### src/common/cfsp_params.svh
// cfsp_params.svh: named constants for the flag register and stack pointer block
// assumes inclusion by bare name from design and bench files
`ifndef CFSP_PARAMS_SVH
`define CFSP_PARAMS_SVH

// ====================================
// register addresses on the plain port
`define CFSP_ADDR_W 4
`define CFSP_ADDR_FLAGS 4'h0
`define CFSP_ADDR_SP 4'h1
`define CFSP_ADDR_PEND 4'h2

// ====================================
// flag register layout
`define CFSP_BIT_H 4
`define CFSP_BIT_I 3
`define CFSP_BIT_N 2
`define CFSP_BIT_Z 1
`define CFSP_BIT_C 0
`define CFSP_FLAGS_FIXED 8'h00e0
`define CFSP_FLAGS_RST 8'h00e8

// ====================================
// stack pointer
`define CFSP_SP_RST 16'h01ff
`define CFSP_SP_FIXED 16'h0180
`define CFSP_SP_LOW_W 7
`define CFSP_SP_LOW_MASK 16'h007f

// ====================================
// interrupt sources
`define CFSP_NIRQ 8
`define CFSP_IRQ_NONE 8'h0000

`endif

### src/common/cfsp_pkg.sv
// cfsp_pkg.sv: operation and branch condition types
// assumes nothing beyond the params header
package cfsp_pkg;
  // alu and flag operations issued by the core
  typedef enum logic [3:0] {
    CFSP_OP_NONE,
    CFSP_OP_ADD,
    CFSP_OP_ADC,
    CFSP_OP_SUB,
    CFSP_OP_LOGIC,
    CFSP_OP_SHIFT,
    CFSP_OP_BTJ,
    CFSP_OP_CLR_MASK,
    CFSP_OP_SET_MASK,
    CFSP_OP_FORCE_CARRY,
    CFSP_OP_CLEAR_CARRY
  } cfsp_op_t;

  // branch conditions, complementary pairs
  typedef enum logic [3:0] {
    CFSP_BR_HALF_CARRY,
    CFSP_BR_NO_HALF_CARRY,
    CFSP_BR_MASKED,
    CFSP_BR_UNMASKED,
    CFSP_BR_MINUS,
    CFSP_BR_PLUS,
    CFSP_BR_EQUAL,
    CFSP_BR_NOT_EQUAL,
    CFSP_BR_CARRY,
    CFSP_BR_NO_CARRY
  } cfsp_cond_t;
endpackage : cfsp_pkg

### src/cfsp_core_regs.sv
// cfsp_core_regs.sv: condition flag register, stack pointer and pending interrupt latch
// assumes the core drives ops, push/pop and interrupt entry on clk
//
// Design decisions made here: strobed register access and the register addresses.
`timescale 1ns/1ps
`default_nettype none
`include "cfsp_params.svh"

// Behaviour
// - 8-bit flags, top three ones, mask resets set
// - flags saved and restored via stack
// - add sets half carry from bit three
// - interrupt entry or software sets mask
// - mask cleared only by software ops
// - masked requests latched as pending
// - entry masks, return restores saved mask
// - unmasked handler services pending regardless priority
// - negative flag copies result bit seven
// - zero flag set when result is zero
// - carry from overflow, forced by carry ops
// - bit test, shift, rotate update carry
// - branch conditions test flags in pairs
// - 16-bit stack pointer resets to 01FF
// - decrement after push, increment before pop
// - upper nine stack pointer bits fixed
module cfsp_core_regs (
  input wire logic clk,
  input wire logic rstn,
  input wire cfsp_pkg::cfsp_op_t op,
  input wire logic [7:0] opa,
  input wire logic [7:0] opb,
  input wire cfsp_pkg::cfsp_cond_t br_cond,
  input wire logic push,
  input wire logic pop,
  input wire logic push_flags,
  input wire logic [7:0] pop_data,
  input wire logic pop_flags,
  input wire logic irq_entry,
  input wire logic return_from_interrupt,
  input wire logic [`CFSP_NIRQ-1:0] irq_req,
  input wire logic [`CFSP_NIRQ-1:0] irq_ack,
  input wire logic [`CFSP_ADDR_W-1:0] addr,
  input wire logic [15:0] wdata,
  input wire logic wr,
  input wire logic rd,
  output logic [15:0] rdata,
  output logic [7:0] result,
  output logic [7:0] cond_flags_reg,
  output logic [15:0] stack_ptr,
  output logic [15:0] stack_addr,
  output logic [7:0] push_data,
  output logic branch_taken,
  output logic [`CFSP_NIRQ-1:0] irq_pending,
  output logic irq_service
);
  // ====================================
  // alu
  logic [7:0] alu_res;
  logic alu_h;
  logic alu_c;
  logic [7:0] flags_r;
  logic [7:0] flags_nxt;
  logic [15:0] sp_r;
  logic [15:0] sp_nxt;
  logic [`CFSP_NIRQ-1:0] pend_r;

  cfsp_flag_alu u_alu (
    .op(op),
    .opa(opa),
    .opb(opb),
    .carry_in(flags_r[`CFSP_BIT_C]),
    .result(alu_res),
    .half_carry(alu_h),
    .carry_out(alu_c)
  );

  // fixed bits forced into any flag value
  function automatic logic [7:0] fix_flags(input logic [7:0] v);
    fix_flags = v | `CFSP_FLAGS_FIXED;
  endfunction : fix_flags

  // low bits move, upper bits held
  function automatic logic [15:0] sp_step(input logic [15:0] v, input logic up);
    logic [`CFSP_SP_LOW_W-1:0] low;
    low = up ? v[`CFSP_SP_LOW_W-1:0] + 7'h01 : v[`CFSP_SP_LOW_W-1:0] - 7'h01;
    sp_step = `CFSP_SP_FIXED | {9'h000, low};
  endfunction : sp_step

  // branch condition evaluation
  function automatic logic cond_true(input cfsp_pkg::cfsp_cond_t c, input logic [7:0] f);
    cond_true = 1'b0;
    unique case (c)
      cfsp_pkg::CFSP_BR_HALF_CARRY: cond_true = f[`CFSP_BIT_H];
      cfsp_pkg::CFSP_BR_NO_HALF_CARRY: cond_true = !f[`CFSP_BIT_H];
      cfsp_pkg::CFSP_BR_MASKED: cond_true = f[`CFSP_BIT_I];
      cfsp_pkg::CFSP_BR_UNMASKED: cond_true = !f[`CFSP_BIT_I];
      cfsp_pkg::CFSP_BR_MINUS: cond_true = f[`CFSP_BIT_N];
      cfsp_pkg::CFSP_BR_PLUS: cond_true = !f[`CFSP_BIT_N];
      cfsp_pkg::CFSP_BR_EQUAL: cond_true = f[`CFSP_BIT_Z];
      cfsp_pkg::CFSP_BR_NOT_EQUAL: cond_true = !f[`CFSP_BIT_Z];
      cfsp_pkg::CFSP_BR_CARRY: cond_true = f[`CFSP_BIT_C];
      cfsp_pkg::CFSP_BR_NO_CARRY: cond_true = !f[`CFSP_BIT_C];
      default: cond_true = 1'b0;
    endcase
  endfunction : cond_true

  // ====================================
  // flag next value, priority: reset-free order below
  always_comb begin
    flags_nxt = flags_r;
    unique case (op)
      cfsp_pkg::CFSP_OP_ADD, cfsp_pkg::CFSP_OP_ADC: begin
        flags_nxt[`CFSP_BIT_H] = alu_h;
        flags_nxt[`CFSP_BIT_C] = alu_c;
      end
      cfsp_pkg::CFSP_OP_SUB: flags_nxt[`CFSP_BIT_C] = alu_c;
      cfsp_pkg::CFSP_OP_SHIFT, cfsp_pkg::CFSP_OP_BTJ: flags_nxt[`CFSP_BIT_C] = alu_c;
      cfsp_pkg::CFSP_OP_CLR_MASK: flags_nxt[`CFSP_BIT_I] = 1'b0;
      cfsp_pkg::CFSP_OP_SET_MASK: flags_nxt[`CFSP_BIT_I] = 1'b1;
      cfsp_pkg::CFSP_OP_FORCE_CARRY: flags_nxt[`CFSP_BIT_C] = 1'b1;
      cfsp_pkg::CFSP_OP_CLEAR_CARRY: flags_nxt[`CFSP_BIT_C] = 1'b0;
      default: flags_nxt = flags_r;
    endcase
    // result flags from data operations
    if (op == cfsp_pkg::CFSP_OP_ADD || op == cfsp_pkg::CFSP_OP_ADC || op == cfsp_pkg::CFSP_OP_SUB ||
        op == cfsp_pkg::CFSP_OP_LOGIC || op == cfsp_pkg::CFSP_OP_SHIFT) begin
      flags_nxt[`CFSP_BIT_N] = alu_res[7];
      flags_nxt[`CFSP_BIT_Z] = (alu_res == 8'h00);
    end
    // restore from stack, return brings back saved mask
    if (pop_flags || return_from_interrupt) begin
      flags_nxt = pop_data;
    end
    // software register write
    if (wr && addr == `CFSP_ADDR_FLAGS) begin
      flags_nxt = wdata[7:0];
    end
    // interrupt entry masks last, so it always wins
    if (irq_entry) begin
      flags_nxt[`CFSP_BIT_I] = 1'b1;
    end
    flags_nxt = fix_flags(flags_nxt);
  end

  // flag register
  always_ff @(posedge clk) begin
    if (!rstn) begin
      flags_r <= `CFSP_FLAGS_RST;
    end else begin
      flags_r <= flags_nxt;
    end
  end

  // ====================================
  // stack pointer next value
  always_comb begin
    sp_nxt = sp_r;
    if (wr && addr == `CFSP_ADDR_SP) begin
      sp_nxt = `CFSP_SP_FIXED | (wdata & `CFSP_SP_LOW_MASK);
    end else if (push) begin
      sp_nxt = sp_step(sp_r, 1'b0);
    end else if (pop) begin
      sp_nxt = sp_step(sp_r, 1'b1);
    end
  end

  // stack pointer register
  always_ff @(posedge clk) begin
    if (!rstn) begin
      sp_r <= `CFSP_SP_RST;
    end else begin
      sp_r <= sp_nxt;
    end
  end

  // stack access address: current on push, pre-incremented on pop
  always_ff @(posedge clk) begin
    if (!rstn) begin
      stack_addr <= `CFSP_SP_RST;
      push_data <= 8'h00;
    end else begin
      stack_addr <= pop ? sp_step(sp_r, 1'b1) : sp_r;
      push_data <= push_flags ? flags_r : opa;
    end
  end

  // ====================================
  // pending interrupts; a new request beats an ack
  always_ff @(posedge clk) begin
    if (!rstn) begin
      pend_r <= `CFSP_IRQ_NONE;
    end else begin
      pend_r <= (pend_r & ~irq_ack) | irq_req;
    end
  end

  // service request whenever unmasked with a request pending, priority left to the core
  always_ff @(posedge clk) begin
    if (!rstn) begin
      irq_service <= 1'b0;
    end else begin
      irq_service <= (|pend_r) && !flags_r[`CFSP_BIT_I];
    end
  end

  // ====================================
  // registered outputs
  always_ff @(posedge clk) begin
    if (!rstn) begin
      result <= 8'h00;
      branch_taken <= 1'b0;
    end else begin
      result <= alu_res;
      branch_taken <= cond_true(br_cond, flags_r);
    end
  end

  // register read port, data in next cycle
  always_ff @(posedge clk) begin
    if (!rstn) begin
      rdata <= 16'h0000;
    end else if (rd) begin
      unique case (addr)
        `CFSP_ADDR_FLAGS: rdata <= {8'h00, flags_r};
        `CFSP_ADDR_SP: rdata <= sp_r;
        `CFSP_ADDR_PEND: rdata <= {8'h00, pend_r};
        default: rdata <= 16'h0000;
      endcase
    end else begin
      rdata <= 16'h0000;
    end
  end

  assign cond_flags_reg = flags_r;
  assign stack_ptr = sp_r;
  assign irq_pending = pend_r;
endmodule : cfsp_core_regs
`default_nettype wire

### src/cfsp_flag_alu.sv
// cfsp_flag_alu.sv: combinational 8-bit alu computing result and flag candidates
// assumes operands from the core on the same clock
`timescale 1ns/1ps
`default_nettype none
module cfsp_flag_alu (
  input wire cfsp_pkg::cfsp_op_t op,
  input wire logic [7:0] opa,
  input wire logic [7:0] opb,
  input wire logic carry_in,
  output logic [7:0] result,
  output logic half_carry,
  output logic carry_out
);
  logic [8:0] sum;
  logic [4:0] low_sum;

  // add, add with carry, subtract, logic, shift
  always_comb begin
    sum = 9'h000;
    low_sum = 5'h00;
    result = 8'h00;
    half_carry = 1'b0;
    carry_out = 1'b0;
    unique case (op)
      cfsp_pkg::CFSP_OP_ADD, cfsp_pkg::CFSP_OP_ADC: begin
        sum = {1'b0, opa} + {1'b0, opb} + {8'h00, (op == cfsp_pkg::CFSP_OP_ADC) & carry_in};
        low_sum = {1'b0, opa[3:0]} + {1'b0, opb[3:0]} + {4'h0, (op == cfsp_pkg::CFSP_OP_ADC) & carry_in};
        result = sum[7:0];
        half_carry = low_sum[4];
        carry_out = sum[8];
      end
      cfsp_pkg::CFSP_OP_SUB: begin
        sum = {1'b0, opa} - {1'b0, opb};
        result = sum[7:0];
        carry_out = sum[8]; // borrow
      end
      cfsp_pkg::CFSP_OP_LOGIC: begin
        result = opa & opb;
      end
      cfsp_pkg::CFSP_OP_SHIFT: begin
        result = {opa[6:0], carry_in}; // rotate left through carry
        carry_out = opa[7];
      end
      cfsp_pkg::CFSP_OP_BTJ: begin
        result = opa;
        carry_out = |(opa & opb); // tested bit goes to carry
      end
      default: begin
        result = opa;
      end
    endcase
  end
endmodule : cfsp_flag_alu
`default_nettype wire

### config.mk
export PLATFORM = sky130hd
export DESIGN_NAME = cfsp_core_regs
export DESIGN_NICKNAME = d
export VERILOG_FILES = /design/src/common/cfsp_pkg.sv /design/src/cfsp_core_regs.sv /design/src/cfsp_flag_alu.sv
export VERILOG_INCLUDE_DIRS = /design/src /design/src/common
export SDC_FILE = /design/constraint.sdc
export NUM_CORES = 1
export LEC_CHECK = 0
export BUFFER_PORTS_ARGS = -buffer_cell sky130_fd_sc_hd__buf_2
export CORE_MARGIN = 3
export CORE_UTILIZATION = 53
export CTS_CLUSTER_SIZE = 16
export DETAILED_ROUTE_END_ITERATION = 16
export PLACE_DENSITY = 0.91
export SYNTH_ARGS = -nofsm -noshare
export SYNTH_HDL_FRONTEND = slang
export SYNTH_SLANG_ARGS = --single-unit
### constraint.sdc
create_clock -name clk -period 6.25 [get_ports clk]
set_clock_uncertainty 0.2 [all_clocks]
set_input_delay 0.625 -clock clk [delete_from_list [all_inputs] [get_ports clk]]
set_output_delay 0.625 -clock clk [all_outputs]
set_load 0.01 [all_outputs]
Word-level counts from Yosys, hierarchy flattened. Cells that the tools add are included.

Flip-flop bits (word level): 80. Input bits: 78. Output and inout bits: 82. Logic and storage cells: 89.

$add $sub $neg: 7. Equal/unequal tests: 21. Multiplexer cells: 14. Bitwise logic cells: 6. Reduce and logical (&&, ||, !) cells: 27.

Operators by type and width (count): $pmux 16 s3 (1); $eq 4x3->1 const B (8); $pmux 8 s4 (1); $eq 4x2->1 const B (5); $eq 4x4->1 const B (5); $and 8x8->8 (2); $mux 16 (1); $reduce_or 8->1 (2); $mux 7 (2); $eq 4x1->1 const B (3); $mux 5 (2); $pmux 1 s10 (1); $add 8x8->9 (1); $add 9x1->9 (1); $sub 8x8->9 (1); $logic_not 4->1 (2); $logic_not 8->1 (1); $mux 8 (1); $not 8->8 (1); $or 8x8->8 (1); $add 7x1->7 const B (1); $sub 7x1->7 const B (1); $reduce_bool 3->1 (2); $add 4x4->5 (1); 17 further kinds (28).

Depth between registers and ports, before layout. Gate-level depths: netlist (run 1).

Depth in word-level cells: 8. Depth in mapped cells: 13. Gate-level depth less buffers: 12.

Cells and area by module. Synthesis (run 1) repeated with hierarchy kept, for this count alone.

Cells, all modules: 502. Area, all modules: 4340.4 um^2.

By module, submodules not included: cfsp_core_regs (instances 1, cells each 329, area an instance 3165.5 um^2, seq. area each 1581.5 um^2); cfsp_flag_alu (instances 1, cells each 173, area an instance 1174.9 um^2, seq. area each 0.0 um^2).

Worst setup path after synthesis (run 1). OpenSTA, ideal clock, no wires.

Kind: input-to-reg. Start: input op[1]. End: register flags_r[1] (netlist: cond_flags_reg[1]). Library setup time: 59 ps. Arrival: 3219 ps. Required time: 5991 ps. Slack: 2772 ps. Stages: 11. Buffers on the path: 2. Cell sequence: buf_2 clkbuf_1 nand4_1 fa_1 maj3_1 nor2_1 o32a_1 or4_1 or3_1 nor3_2 a31o_1.

Longest elaborated chain between the ends: 8. Elaborated cells between the ends (all ways): 18. Those cells by class: add/sub (1); eq/ne (5); mux (4); bitwise (1); reduce/logical (7).

Ends and longest elaborated chain: start, declared (RTL line cfsp_core_regs.sv:29) `input wire cfsp_pkg::cfsp_op_t op,`; $eq 4x2->1 (RTL line cfsp_core_regs.sv:125, cfsp_flag_alu.sv:24, cfsp_flag_alu.sv:26); $and 1x1->1 (RTL line cfsp_flag_alu.sv:26) `sum = {1'b0, opa} + {1'b0, opb} + {8'h00, (op == cfsp_pkg::CFSP_OP_ADC) & carry_in};`; $add 9x1->9 (RTL line cfsp_flag_alu.sv:26); $pmux 8 s4 (RTL line cfsp_flag_alu.sv:24) `unique case (op)`; $logic_not 8->1 (RTL line cfsp_core_regs.sv:128) `` flags_nxt[`CFSP_BIT_Z] = (alu_res == 8'h00); ``; $mux 2 (RTL line cfsp_core_regs.sv:125) `if (op == cfsp_pkg::CFSP_OP_ADD || op == cfsp_pkg::CFSP_OP_ADC || op == cfsp_pkg::CFSP_OP_SUB ||`; $mux 5 (RTL line cfsp_core_regs.sv:131) `if (pop_flags || return_from_interrupt) begin`; $mux 5 (RTL line cfsp_core_regs.sv:135) `` if (wr && addr == `CFSP_ADDR_FLAGS) begin ``; end signal, assigned (RTL line cfsp_core_regs.sv:148) `` flags_r <= `CFSP_FLAGS_RST; ``; end signal, assigned (RTL line cfsp_core_regs.sv:150) `flags_r <= flags_nxt;`; end, declared (RTL line cfsp_core_regs.sv:61) `logic [7:0] flags_r;`.

Parallel ways exist; a longest one is shown, timed or not. The select of a mux whose other input is x is not followed. A chain may end at the register's enable or synchronous reset.

Worst setup path in the final report (run 1).
Start: input op[0]. End: register flags_r[1] (netlist: cond_flags_reg[1]).

Same word-level chain as after synthesis.

==> results of run 1 <==
==> worst paths after layout <==
check | endpoint | slack [ps] | cells after the start
max reg2reg | cond_flags_reg[1]$_SDFFE_PN0P_ | 2990 | 11
min | irq_pending[6]$_SDFF_PN0_ | 280 | 3
min reg2reg | rdata[13]$_SDFF_PN0_ | 310 | 1
max | cond_flags_reg[1]$_SDFFE_PN0P_ | 2770 | 13
==> logic make-up after synthesis <==
kind of cell	after synthesis	share of synthesized area, %
compound gates	119	17.8
buf+inv	68	7.08
other cells	1	0.0899
xor+xnor	16	3.36
fa+ha+maj	22	7.08
mux	13	3.12
flops	79	37.9
simple gates	200	23.5
==> layout make-up <==
type | instances | area (sq um) | share of cell area, %
multi-input combinational | 373 | 2300 | 45.2
inverter | 35 | 145 | 2.85
timing repair buffer | 145 | 728 | 14.3
tap | 99 | 124 | 2.43
clock buffer | 9 | 124 | 2.43
sequential | 79 | 1580 | 31.0
clock inverter | 7 | 87.6 | 1.72
==> layout by cell type (no fill, tap or decap), types with 9 or more instances in the layout <==
cell type,Yosys,layout
inv_1,34,34
nand3_1,9,9
a31oi_1,11,11
nand2_1,35,35
nor2_1,68,68
and2_1,30,30
buf_2,3,144
xnor2_1,9,9
ha_1,18,18
clkbuf_8,0,9
dfxtp_1,79,79
nand2b_1,10,10
o21ai_0,24,24
a21oi_1,38,38
mux2i_1,13,13
nor3_1,14,14
==> per-layer routing <==
layer	global-route usage, %	wire length, um	vias up
met4	12.0	321	0
met1	35.1	5110	2037
met5	0	0	-
met3	6.29	1220	34
li1	-	-	2019
met2	51.8	6540	263
==> power groups by stage <==
stage          combinational (uW)  clock (uW)  sequential, uW
2_1_floorplan                 156           0             569
3_3_place_gp                  243           0             566
3_5_place_dp                  251           0             567
4_1_cts                       253         408             555
5_1_grt                       284         429             559
6_report                      256         403             556
==> critical path: stages <==
cell	delay (ps)
buf_2	220
inv_1	220
nand4_1	150
fa_1	420
inv_1	90
fa_1	200
nor2b_1	260
nor2_1	70
o21bai_1	250
a2111oi_0	150
a211oi_1	520
nor3_2	110
a31o_1	230
==> through the flow <==
| step | hold WS [ps] | util (%) | setup WS, ps | area (sq um) | power [uW] |
|---|---|---|---|---|---|
| final | 277 | 68.4 | 2770 | 5090 | 1220 |
| after global routing | 272 | 68.4 | 2650 | 5090 | 1270 |
| after CTS | 269 | 68.4 | 2870 | 5090 | 1220 |
| after detailed placement | 260 | 65.6 | 2510 | 4880 | 818 |
| after global placement | 236 | 65.6 | 2600 | 4880 | 809 |
| after floorplan | 296 | - | 2770 | 4180 | 725 |
==> qor.csv, run 1 <==
metric,value,unit
status,completed,
RSZ-0062 raised after global routing,false,
Final Cycle Share,55.6,%
CP endpoint kind,register,
Clock power frac,33.2,%
fraction of layout cells with a size suffix above 1,25.6,%
most common flop cell mapped by yosys,dfxtp_1,
Worst-Margin Slew,1250,ps
Switching Fraction,31.9,%
"count leader, synth",dfxtp_1,
via count,4353,
Root Buffer,clkbuf_8,
combinational power share,21.1,%
Max-cap violations,0,
Worst Min Path Start,irq_req[6],
crit path from,op[0],
GPL Wtd Cong,0.898,
gr usage total,29.6,%
# hold bufs at CTS,0,
crit path DAT,3520,ps
Mapped Area,4170,sq um
Layout area overhead,22.1,%
Pint,828,uW
"EDFF count, synth",0,
distinct cell type count after synthesis,58,
layout filler cell count,617,
DPL Wire Length,9.91,mm
Die Ht,94.7,um
"Seq/Total Area, Yosys",37.9,%
starting density of the core,56.0,%
vias in the first global route,4240,
Final Hold Viols,0,
Fmax,288,MHz
pins over their slew limit,0,
Synth area leaders,"dfxtp_1 38%, nor2_1 6.1%, ha_1 5.4%",
Psw,388,uW
Die Wd,94.7,um
CP required,6290,ps
critical path peak fanout,20,
synthesis warning total,0,
"FF+latch count, synth",79,
Synth Instances,518,
residual DRC count,0,
worst skew pair latency,350,ps
die footprint,8970,sq um
"top cells by count, synth","79 x dfxtp_1, 68 x nor2_1, 38 x a21oi_1, 35 x nand2_1, 34 x inv_1",
Yosys top cell area share,37.9,%
power per cell area,239,nW/um^2
Via density,5.83,
post_cts resized,0,
Flop pwr share,45.7,%
global-route wire length before repair,20.8,mm
WL final,13.2,mm
"FFs w/ async S/R, synth",0,%
clock sinks,79,
post-synth top area cell,dfxtp_1,
dpl cells,731,
clk buf depth,2,
Period minus WS final,3480,ps
Core ar.,7450,sq um
Max IR drop VDD,0.136,mV
Slew headroom,16.0,%
I/O pins,160,
crit path kind,in2reg,
Clock transition at path regs,90,ps
antenna violation net count after detailed routing,0,
grt ovf,0,
Tightest Hold Check Type,in2reg,
row count,31,
initial antenna violation count,0,
setup TNS,0,ps
Final Instance Count excl. Fillers,747,
depth of the CTS H-tree,3,
final net count,742,
Iter 0 DRT Violations,266,
DR pass1 iterations,7,
Syn Area/Cell,8.06,sq um
CTS tree,done,
ANT cells,0,
routed len/inst,17.7,um
endpoints failing setup,0,
Num CTS Buffers,9,
largest net degree at the start of global routing,27,
CP Launch Type,input pin,
number of buffer cells added on primary ports,144,
reg-to-reg startpoint,cond_flags_reg[0]$_SDFFE_PN0P_,
postcts setup bufs,0,
Static Leak,0.00243,uW
No activity file was read; power rests on OpenSTA's default activity.
==> inputs of run 2 (changes only) <==
--- a/config.mk
+++ b/config.mk
@@ -8,10 +8,10 @@
 export LEC_CHECK = 0
 export BUFFER_PORTS_ARGS = -buffer_cell sky130_fd_sc_hd__buf_2
 export CORE_MARGIN = 3
-export CORE_UTILIZATION = 53
+export CORE_UTILIZATION = 49
 export CTS_CLUSTER_SIZE = 16
 export DETAILED_ROUTE_END_ITERATION = 16
-export PLACE_DENSITY = 0.91
+export PLACE_DENSITY = 0.85
 export SYNTH_ARGS = -nofsm -noshare
 export SYNTH_HDL_FRONTEND = slang
 export SYNTH_SLANG_ARGS = --single-unit
==> constraint.sdc (replaced) <==
create_clock -name clk -period 3.3 [get_ports clk]
set_clock_uncertainty 0.2 [all_clocks]
set_input_delay 0.33 -clock clk [delete_from_list [all_inputs] [get_ports clk]]
set_output_delay 0.33 -clock clk [all_outputs]
set_load 0.01 [all_outputs]
==> run 2 against run 1 <==
  * Final cell count rose by 3.3%
  * Core utilization down 4.6 points
  * Worst hold slack lost 270 ps
  * Largest power group unchanged
  * Critical endpoint unchanged
==> qor.csv, run 2 (synthesized netlist as in run 1, its figures left out) <==
metric,value,unit
status,completed,
GPL Wtd Cong,0.927,
CP top delay family,compound AO/OA/AOI/OAI gates,
residual DRC count,0,
Core ar.,8260,sq um
depth of the CTS H-tree,3,
Slew headroom,49.9,%
DPL Wire Length,9.89,mm
I/O pins,160,
"most common cell after layout, fill and taps aside",buf_2,
Final Hold Viols,0,
ANT cells,0,
critical path peak fanout,3,
CP endpoint kind,register,
number of buffer cells added on primary ports,144,
Num CTS Buffers,9,
Period minus WS final,3020,ps
global-route wire length before repair,20.7,mm
setup TNS,0,ps
via count,4357,
post_cts resized,0,
starting density of the core,50.5,%
worst-path cell with the longest stage delay,a211oi_1,
power per cell area,439,nW/um^2
routed len/inst,17.0,um
Fmax,331,MHz
crit path DAT,3080,ps
clock sinks,79,
Root Buffer,clkbuf_8,
final net count,761,
Tightest Hold Check Type,in2reg,
Max IR drop VDD,0.216,mV
"slowest stage delay, CP",520,ps
CP required,3350,ps
clk buf depth,2,
row count,33,
Static Leak,0.00252,uW
grt ovf,0,
Layout area overhead,26.2,%
Iter 0 DRT Violations,235,
fraction of layout cells with a size suffix above 1,26.4,%
most frequent cells in the layout,"144 x buf_2, 79 x dfxtp_1, 68 x nor2_1",
Via density,5.64,
CTS tree,done,
DR pass1 iterations,7,
Final Cycle Share,91.6,%
Buf/Inv on CP,1,
Worst-Margin Slew,750,ps
antenna violation net count after detailed routing,0,
pins over their slew limit,0,
Max-cap violations,0,
CP dominant cell by count,fa_1,
die footprint,9660,sq um
"Power, Total",2310,uW
worst skew pair latency,360,ps
endpoints failing setup,0,
vias in the first global route,4174,
crit path kind,reg2reg,
largest net degree at the start of global routing,25,
gr usage total,26.7,%
CP Launch Type,register,
initial antenna violation count,0,
RSZ-0062 raised after global routing,false,
WL final,13.1,mm
Die Wd,98.3,um
Die Ht,98.3,um
Clock transition at path regs,90,ps
layout filler cell count,687,
worst path cell trace,nand4_1 -> fa_1 -> inv_1 -> fa_1 -> nor2b_1 -> nor2_1 -> o21bai_1 -> a2111oi_0 -> a211oi_1 -> nor3_2 -> a31o_1,
[run 2: worst register-to-register path: cells and delay by family (launching register included)]
kind	cells	cell delay, ps
flops	1	350
compound gates	4	1150
simple gates	4	530
fa+ha+maj	2	610
buf+inv	1	90
[run 2: worst paths after layout]
kind / startpoint / to / slack (ps) / cells after the start
min: wdata[5] / stack_ptr[5]$_SDFF_PN1_ / 9 / 3
max reg2reg: cond_flags_reg[0]$_SDFFE_PN0P_ / cond_flags_reg[1]$_SDFFE_PN0P_ / 280 / 11
max: cond_flags_reg[0]$_SDFFE_PN0P_ / cond_flags_reg[1]$_SDFFE_PN0P_ / 280 / 11
min reg2reg: stack_ptr[8]$_SDFF_PP1_ / stack_addr[8]$_SDFF_PN1_ / 290 / 1
[run 2: report_power, final]
group          switching (uW)  internal (uW)  leakage (uW)
clock                     393            363     0.0000996
sequential               48.2           1000      0.000648
combinational             289            215       0.00177
[run 2: area by class of cell]
type                            instances  area (sq um)  share of cell area [%]
Clock buffer                            9           124                    2.35
Tap cell                              105           131                    2.49
Sequential cell                        79          1580                    30.0
Timing Repair Buffer                  164           893                    17.0
Multi-Input combinational cell        373          2300                    43.7
Inverter                               35           145                    2.76
Clock inverter                          7          87.6                    1.66
[run 2: repair_timing]
item	in CTS	in global routing
buffers inserted	0	0
setup endpoints to repair	0	0
hold buffers	9	0
endpoints found under the hold margin	9	0
[run 2: layer usage]
layer	part of all wire, %	GRT usage (%)	up-vias	routed length (um)
met3	9.4	4.57	52	1240
li1	-	-	2055	-
met2	48	46.0	259	6280
met4	4.2	13.1	0	547
met5	0	0	-	0
met1	38	32.1	1991	5050
[run 2: through the flow]
step	util (%)	std cells	setup slack, ps	hold WS [ps]	instance area [sq um]
2_1_floorplan	-	520	117	234	4180
3_3_place_gp	60.1	747	160	259	4960
3_5_place_dp	60.1	747	76.1	264	4960
4_1_cts	63.8	772	413	5.29	5270
5_1_grt	63.8	772	196	8.06	5270
6_report	63.8	772	276	9.11	5270
